$ cat src/prpc_pkg.sv
// Purpose: Constants and types for the PLCA role and precedence control register.
// Assumes: Register reached through a decoded register-access port at one address.
// Notes: Bit positions count from the least significant bit of the 16-bit word.
// Behaviour
// - Bit 15 set ends each PLCA cycle per packet; lower IDs win; resets 0.
// - Bit 11 is reserved, resets to 1, and never affects behaviour.
// - Bit 1 set takes the coordinator role solely from bit 0; resets 0.
// - Bit 1 clear makes coordinator only when the local node ID is zero.
// - With override, bit 0 set is coordinator, clear is ordinary node; resets 0.
package prpc_pkg;
    localparam logic [15:0] PRPC_EXT_CTRL_ADDR = 16'h8002;
    localparam logic [3:0] PRPC_MMS = 4'h4;
    localparam int PRPC_PREC_BIT = 15;
    localparam int PRPC_RSVD_BIT = 11;
    localparam int PRPC_OVR_BIT = 1;
    localparam int PRPC_ROLE_BIT = 0;
    localparam logic PRPC_PREC_RST = 1'h0;
    localparam logic PRPC_RSVD_RST = 1'h1;
    localparam logic PRPC_OVR_RST = 1'h0;
    localparam logic PRPC_ROLE_RST = 1'h0;
    localparam logic [7:0] PRPC_COORD_ID = 8'h00;

    typedef struct packed {
        logic wr;
        logic rd;
        logic [3:0] mms;
        logic [15:0] addr;
        logic [15:0] wdata;
    } prpc_req_t;

    typedef struct packed {
        logic valid;
        logic hit;
        logic [15:0] rdata;
    } prpc_rsp_t;

    typedef struct packed {
        logic strict_priority_enable;
        logic coordinator;
    } prpc_ctrl_t;
endpackage : prpc_pkg

$ cat src/prpc_ctrl.sv
// Purpose: Extension control register steering Strict_priority_enable and coordinator role.
// Assumes: Requests arrive as single-cycle strobes from the register-access engine.
// Notes: Read data is answered one cycle after the strobe.
`timescale 1ns/10ps
`default_nettype none
module prpc_ctrl (
    // Clock and reset.
    input wire logic core_clk_in,
    input wire logic srst_in,
    // Register access.
    input wire prpc_pkg::prpc_req_t req_in,
    output var prpc_pkg::prpc_rsp_t rsp_out,
    // PLCA sublayer side.
    input wire logic [7:0] plca_node_id_in,
    output var prpc_pkg::prpc_ctrl_t ctrl_out
);
    import prpc_pkg::*;

    // Stored fields of the extension control word.
    logic prec_reg;
    logic prec_next;
    logic rsvd_reg;
    logic rsvd_next;
    logic ovr_reg;
    logic ovr_next;
    logic role_reg;
    logic role_next;

    // Registered answer towards the register-access engine.
    prpc_rsp_t rsp_reg;
    prpc_rsp_t rsp_next;

    // Registered levels towards the PLCA sublayer.
    prpc_ctrl_t ctrl_reg;
    prpc_ctrl_t ctrl_next;

    // Request decode.
    logic strobe;
    logic sel;
    logic wr_hit;
    logic rd_hit;
    logic [15:0] rd_word;
    logic id_is_coord;

    // A request counts as a hit only when the memory map and the offset both match.
    always_comb begin
        strobe = req_in.rd || req_in.wr;
        sel = (req_in.mms == PRPC_MMS) && (req_in.addr == PRPC_EXT_CTRL_ADDR);
        wr_hit = sel && req_in.wr;
        rd_hit = sel && req_in.rd;
    end

    // Only the four defined bits keep write data; every other bit has no storage.
    always_comb begin
        prec_next = prec_reg;
        rsvd_next = rsvd_reg;
        ovr_next = ovr_reg;
        role_next = role_reg;
        if (wr_hit) begin
            prec_next = req_in.wdata[PRPC_PREC_BIT];
            rsvd_next = req_in.wdata[PRPC_RSVD_BIT];
            ovr_next = req_in.wdata[PRPC_OVR_BIT];
            role_next = req_in.wdata[PRPC_ROLE_BIT];
        end
    end

    always_ff @(posedge core_clk_in) begin
        if (srst_in) begin
            prec_reg <= PRPC_PREC_RST;
            rsvd_reg <= PRPC_RSVD_RST;
            ovr_reg <= PRPC_OVR_RST;
            role_reg <= PRPC_ROLE_RST;
        end else begin
            prec_reg <= prec_next;
            rsvd_reg <= rsvd_next;
            ovr_reg <= ovr_next;
            role_reg <= role_next;
        end
    end

    // Read data shows the stored word, so a read that meets a write returns the old value.
    always_comb begin
        rd_word = 16'h0000;
        rd_word[PRPC_PREC_BIT] = prec_reg;
        rd_word[PRPC_RSVD_BIT] = rsvd_reg;
        rd_word[PRPC_OVR_BIT] = ovr_reg;
        rd_word[PRPC_ROLE_BIT] = role_reg;
        rsp_next.valid = strobe;
        rsp_next.hit = sel && strobe;
        rsp_next.rdata = rd_hit ? rd_word : 16'h0000;
    end

    always_ff @(posedge core_clk_in) begin
        if (srst_in) begin
            rsp_reg <= '0;
        end else begin
            rsp_reg <= rsp_next;
        end
    end

    // The reserved bit is left out here on purpose, so it can never steer the sublayer.
    always_comb begin
        id_is_coord = (plca_node_id_in == PRPC_COORD_ID);
        ctrl_next.strict_priority_enable = prec_next;
        if (ovr_next) begin
            ctrl_next.coordinator = role_next;
        end else begin
            ctrl_next.coordinator = id_is_coord;
        end
    end

    always_ff @(posedge core_clk_in) begin
        if (srst_in) begin
            ctrl_reg <= '0;
        end else begin
            ctrl_reg <= ctrl_next;
        end
    end

    assign rsp_out = rsp_reg;
    assign ctrl_out = ctrl_reg;

    // Stored fields and the levels derived from them.
    a_prec_follows: assert property (@(posedge core_clk_in) disable iff (srst_in)
        ctrl_out.strict_priority_enable == prec_reg)
        else $error("precedence output differs from register");

    a_prec_store: assert property (@(posedge core_clk_in) disable iff (srst_in)
        wr_hit |=> prec_reg == $past(req_in.wdata[PRPC_PREC_BIT]))
        else $error("precedence bit not stored");

    a_prec_hold: assert property (@(posedge core_clk_in) disable iff (srst_in)
        !wr_hit |=> $stable(prec_reg))
        else $error("precedence bit changed without a write");

    a_prec_reset: assert property (@(posedge core_clk_in)
        srst_in |=> !ctrl_out.strict_priority_enable)
        else $error("precedence output not cleared by reset");

    a_rsvd_store: assert property (@(posedge core_clk_in) disable iff (srst_in)
        wr_hit |=> rsvd_reg == $past(req_in.wdata[PRPC_RSVD_BIT]))
        else $error("reserved bit not stored");

    a_rsvd_hold: assert property (@(posedge core_clk_in) disable iff (srst_in)
        !wr_hit |=> $stable(rsvd_reg))
        else $error("reserved bit changed without a write");

    a_rsvd_inert: assert property (@(posedge core_clk_in) disable iff (srst_in)
        wr_hit && !$past(srst_in) && $stable(plca_node_id_in)
        && (req_in.wdata[PRPC_PREC_BIT] == prec_reg)
        && (req_in.wdata[PRPC_OVR_BIT] == ovr_reg)
        && (req_in.wdata[PRPC_ROLE_BIT] == role_reg) |=> $stable(ctrl_out))
        else $error("reserved bit changed behaviour");

    a_ovr_store: assert property (@(posedge core_clk_in) disable iff (srst_in)
        wr_hit |=> ovr_reg == $past(req_in.wdata[PRPC_OVR_BIT]))
        else $error("override bit not stored");

    a_ovr_hold: assert property (@(posedge core_clk_in) disable iff (srst_in)
        !wr_hit |=> $stable(ovr_reg))
        else $error("override bit changed without a write");

    a_ovr_role: assert property (@(posedge core_clk_in) disable iff (srst_in)
        wr_hit && req_in.wdata[PRPC_OVR_BIT]
        |=> ctrl_out.coordinator == $past(req_in.wdata[PRPC_ROLE_BIT]))
        else $error("override role not applied");

    a_id_role: assert property (@(posedge core_clk_in) disable iff (srst_in)
        !ovr_next |=> ctrl_out.coordinator == ($past(plca_node_id_in) == PRPC_COORD_ID))
        else $error("node id role wrong");

    a_role_store: assert property (@(posedge core_clk_in) disable iff (srst_in)
        wr_hit |=> role_reg == $past(req_in.wdata[PRPC_ROLE_BIT]))
        else $error("role bit not stored");

    a_role_hold: assert property (@(posedge core_clk_in) disable iff (srst_in)
        !wr_hit |=> $stable(role_reg))
        else $error("role bit changed without a write");

    a_role_bit: assert property (@(posedge core_clk_in) disable iff (srst_in)
        ovr_reg |-> ctrl_out.coordinator == role_reg)
        else $error("role bit not obeyed");

    a_node_role: assert property (@(posedge core_clk_in) disable iff (srst_in)
        ovr_reg && !role_reg |-> !ctrl_out.coordinator)
        else $error("ordinary node role not obeyed");

    // Register read path and reset values.
    a_unused_zero: assert property (@(posedge core_clk_in) disable iff (srst_in)
        rsp_out.valid
        |-> (rsp_out.rdata[14:12] == 3'h0) && (rsp_out.rdata[10:2] == 9'h000))
        else $error("unused bits read nonzero");

    a_miss_quiet: assert property (@(posedge core_clk_in) disable iff (srst_in)
        !rd_hit |=> rsp_out.rdata == 16'h0000)
        else $error("read data shown without a matching read");

    a_read_back: assert property (@(posedge core_clk_in) disable iff (srst_in)
        rd_hit && !req_in.wr |=> rsp_out.valid && rsp_out.hit
        && rsp_out.rdata[PRPC_PREC_BIT] == prec_reg)
        else $error("read data wrong");

    a_read_rsvd: assert property (@(posedge core_clk_in) disable iff (srst_in)
        rd_hit && !req_in.wr |=> rsp_out.rdata[PRPC_RSVD_BIT] == rsvd_reg)
        else $error("reserved bit read wrong");

    a_read_role: assert property (@(posedge core_clk_in) disable iff (srst_in)
        rd_hit && !req_in.wr |=> rsp_out.rdata[PRPC_OVR_BIT] == ovr_reg
        && rsp_out.rdata[PRPC_ROLE_BIT] == role_reg)
        else $error("role bits read wrong");

    a_reset_vals: assert property (@(posedge core_clk_in)
        srst_in |=> !prec_reg && rsvd_reg && !ovr_reg && !role_reg)
        else $error("reset values wrong");

    // Main scenarios.
    c_prec_on: cover property (@(posedge core_clk_in) disable iff (srst_in)
        $rose(ctrl_out.strict_priority_enable));

    c_ovr_coord: cover property (@(posedge core_clk_in) disable iff (srst_in)
        ovr_reg && role_reg && plca_node_id_in != PRPC_COORD_ID);

    c_id_coord: cover property (@(posedge core_clk_in) disable iff (srst_in)
        !ovr_reg && ctrl_out.coordinator);

    c_rsvd_flip: cover property (@(posedge core_clk_in) disable iff (srst_in)
        wr_hit && (req_in.wdata[PRPC_RSVD_BIT] != rsvd_reg));

    c_miss_write: cover property (@(posedge core_clk_in) disable iff (srst_in)
        req_in.wr && !sel);
endmodule : prpc_ctrl
`default_nettype wire

$ cat config.mk
export PLATFORM = sky130hd
export DESIGN_NAME = prpc_ctrl
export DESIGN_NICKNAME = d
export VERILOG_FILES = /design/src/prpc_pkg.sv /design/src/prpc_ctrl.sv
export SDC_FILE = /design/constraint.sdc
export NUM_CORES = 1
export LEC_CHECK = 0
export ABC_CLOCK_PERIOD_IN_PS = 1300
export BUFFER_PORTS_ARGS = -buffer_cell sky130_fd_sc_hd__buf_2
export CAP_MARGIN = 20
export CORE_MARGIN = 3
export CORE_UTILIZATION = 31
export CTS_BUF_LIST = sky130_fd_sc_hd__clkbuf_2
export CTS_CLUSTER_SIZE = 20
export DETAILED_ROUTE_END_ITERATION = 16
export GPL_ROUTABILITY_DRIVEN = 0
export HOLD_SLACK_MARGIN = 0.05
export PLACE_DENSITY = 0.79
export SKIP_LAST_GASP = 1
export SLEW_MARGIN = 20
export SYNTH_ARGS = -nofsm -noshare
export SYNTH_HDL_FRONTEND = slang
export SYNTH_SLANG_ARGS = --single-unit
$ cat constraint.sdc
create_clock -name core_clk_in -period 1.3 [get_ports core_clk_in]
set_input_delay 0.195 -clock core_clk_in [delete_from_list [all_inputs] [get_ports core_clk_in]]
set_output_delay 0.195 -clock core_clk_in [all_outputs]
set_load 0.1 [all_outputs]
==> flow_summary.ini <==
[logic_synthesis]
synthDistinctLibCells = 24
async_reset_ff_share_pct = 0
netlist.top_cell.by_area = dfxtp_1
synth_warnings = 0
synthFlopType = dfxtp_1
syn_area_sq_um = 616.8
yosysTopAreaCellShare_pct = 35.70
ys_top_cells_by_area = dfxtp_1 36%, buf_4 17%, nor4b_2 7.3%
synth_edf_count = 0
yosysSeqAreaShare_pct = 35.70
netlist_instances = 64
avgSynthCellArea_sq_um = 9.638
synth_seq_cells = 11

[finish]
seqCellArea_sq_um = 220.2
largest_reg_flops = 6
fin_nets = 160
n_fill_cell = 186
n_antenna_cell = 0
fin_cells = 136
final_core_utilization_pct = 46.74
syn_to_final_growth_pct = 36.51
multi_input_area_sq_um = 329.1
drive_gt1_share_pct = 51.35

[sta]
rsz0062_at_grt = no
maxSlewViolCount = 0
hold_viol = 0
skew_ns = 0.01209
fmax_ghz = 0.8024
whs_ns = 0.1499
fin_ws_ns = 0.05371
period_needed_ns = 1.246
fin_crit_sh_pct = 95.87
setup_viol = 0

[routing]
drt_iter0_markers = 14
ant_nets = 0
wire_per_inst_um = 10.82
via_per_inst = 4.588
dr_total_vias = 624
drc = 0
dr.pass1.iters = 4
routed_wl_um = 1471

[clocking]
cts_hold_buf = 0
cts_setup_buffers = 0
root_buffer = clkbuf_2
cts_sinks = 11
cts-buffers-inserted = 3
h-tree-depth = 1
cts.repair.resized = 0
clk_latency_ns = 0.25
clk_pin_slew_ns = 0.11
cts_tree = done
clock_path_buffers = 2

[worst_hold_path]
hold_path.class = input pin to flop

[die]
coreArea_sq_um = 1802
dieArea_sq_um = 2561
start_util_pct = 34.24
fp.dieW_um = 50.61
ios = 68
die_h_um = 50.61
placement_rows = 15

[power_and_ir_drop]
vdd_drop_max_mv = 0.4604
power_density_nw_per_um2 = 917.7
p_leak_nw = 0.4185

[placed_design]
io_buffers = 43
hpwl_um = 1313
preCtsSetupSlack_ns = -0.2018
placed_cells = 132

[setup_path]
critPathCaptureType = primary output
worstPathMaxFanout = 3
required_ns = 1.11
crit_chain = buf_2
critPathBufInv = 1
arrival_ns = 1.05
cpMaxStageDelayCell = buf_2
start_kind = flop
critical_path.max_stage_delay_ns = 0.43
worst-setup-path-type = flop to primary output
cp_top_family = buffers and inverters

[grt]
grt_max_degree = 8
grt_pass1_vias = 546
gr-total-overflow = 0
grt_pass1_wl_um = 2152
antenna_found_initial = 0
track_usage_pct = 11.23

[job]
maxCapViolCount = 0

[status]
outcome = completed
area by class of cell:
cell class	count	area share (%)
multi-input cells	49	39.08
repair buffers	46	28.23
flip-flops and latches	11	26.15
well taps	25	3.715
clock buffers	3	1.783
clock inverters	1	0.5944
inverters	1	0.4458
cells by family (layout without fill, tap and decap cells):
logic type	count (synthesis)	count (layout)	synth area share (%)
AO/OA/AOI/OAI	12	12	13.18
buffers and inverters	15	51	17.65
flip-flops	11	11	35.70
other	1	12	0.6079
AND/OR/NAND/NOR	25	25	32.86
placed cells by master, fill, tap and decap left out, drive strengths merged:
| cell type | netlist | layout |
|---|---|---|
| a211o | 1 | 1 |
| a211oi | 1 | 1 |
| a21oi | 4 | 4 |
| a31oi | 2 | 2 |
| and2 | 4 | 4 |
| and3 | 2 | 2 |
| and4 | 1 | 1 |
| and4b | 1 | 1 |
| buf | 14 | 46 |
| clkbuf | 0 | 3 |
| clkinv | 0 | 1 |
| conb | 1 | 12 |
| dfxtp | 11 | 11 |
| inv | 1 | 1 |
| nand2 | 1 | 1 |
| nand2b | 1 | 1 |
| nand4 | 4 | 4 |
| nor2 | 2 | 2 |
| nor3 | 1 | 1 |
| nor4 | 2 | 2 |
| nor4b | 3 | 3 |
| o21ai | 3 | 3 |
| o31ai | 1 | 1 |
| or4 | 3 | 3 |
layer usage:
layer,track usage [%],wire [um],up-vias
met4,8.520,31,0
met5,0,0,-
met1,11.11,554,269
met3,2.967,191,6
met2,19.78,693,41
li1,-,-,308
path summary, 6_finish.rpt:
kind	start	to	slack, ns	cells after the start
worst min register to register	rsvd_reg	rsp_out[11]	0.49	1
worst max-delay path	ctrl_out[1]	ctrl_out[1]	0.05	1
worst min-delay path	req_in[11]	rsvd_reg	0.15	2
worst max register to register	ovr_reg	ctrl_out[0]	0.35	3
cell usage after synthesis, types with 2 or more instances:
cell / n
nand4_1: 4
a31oi_1: 2
nor2_1: 2
dfxtp_1: 11
and2_1: 4
o21ai_0: 3
buf_4: 14
and3_1: 2
nor4b_2: 3
or4_1: 2
a21oi_1: 4
through the flow:
step | area, sq um | TNS (ns) | total power, W
floorplan | 658.1 | 0 | 0.0005567
global placement | 822.0 | -0.9314 | 0.0005991
detailed placement | 822.0 | -1.397 | 0.0006012
CTS | 842.1 | 0 | 0.0007808
global route | 842.1 | 0 | 0.0008073
finish | 842.1 | 0 | 0.0007728
power by group:
group          internal (W)  leakage, nW  switching, W
combinational     0.0000518        0.313      0.000203
clock             0.0000697       0.0164      0.000109
sequential         0.000339       0.0890   0.000000370
total              0.000460        0.418      0.000312
No activity file was read; power rests on OpenSTA's default activity.
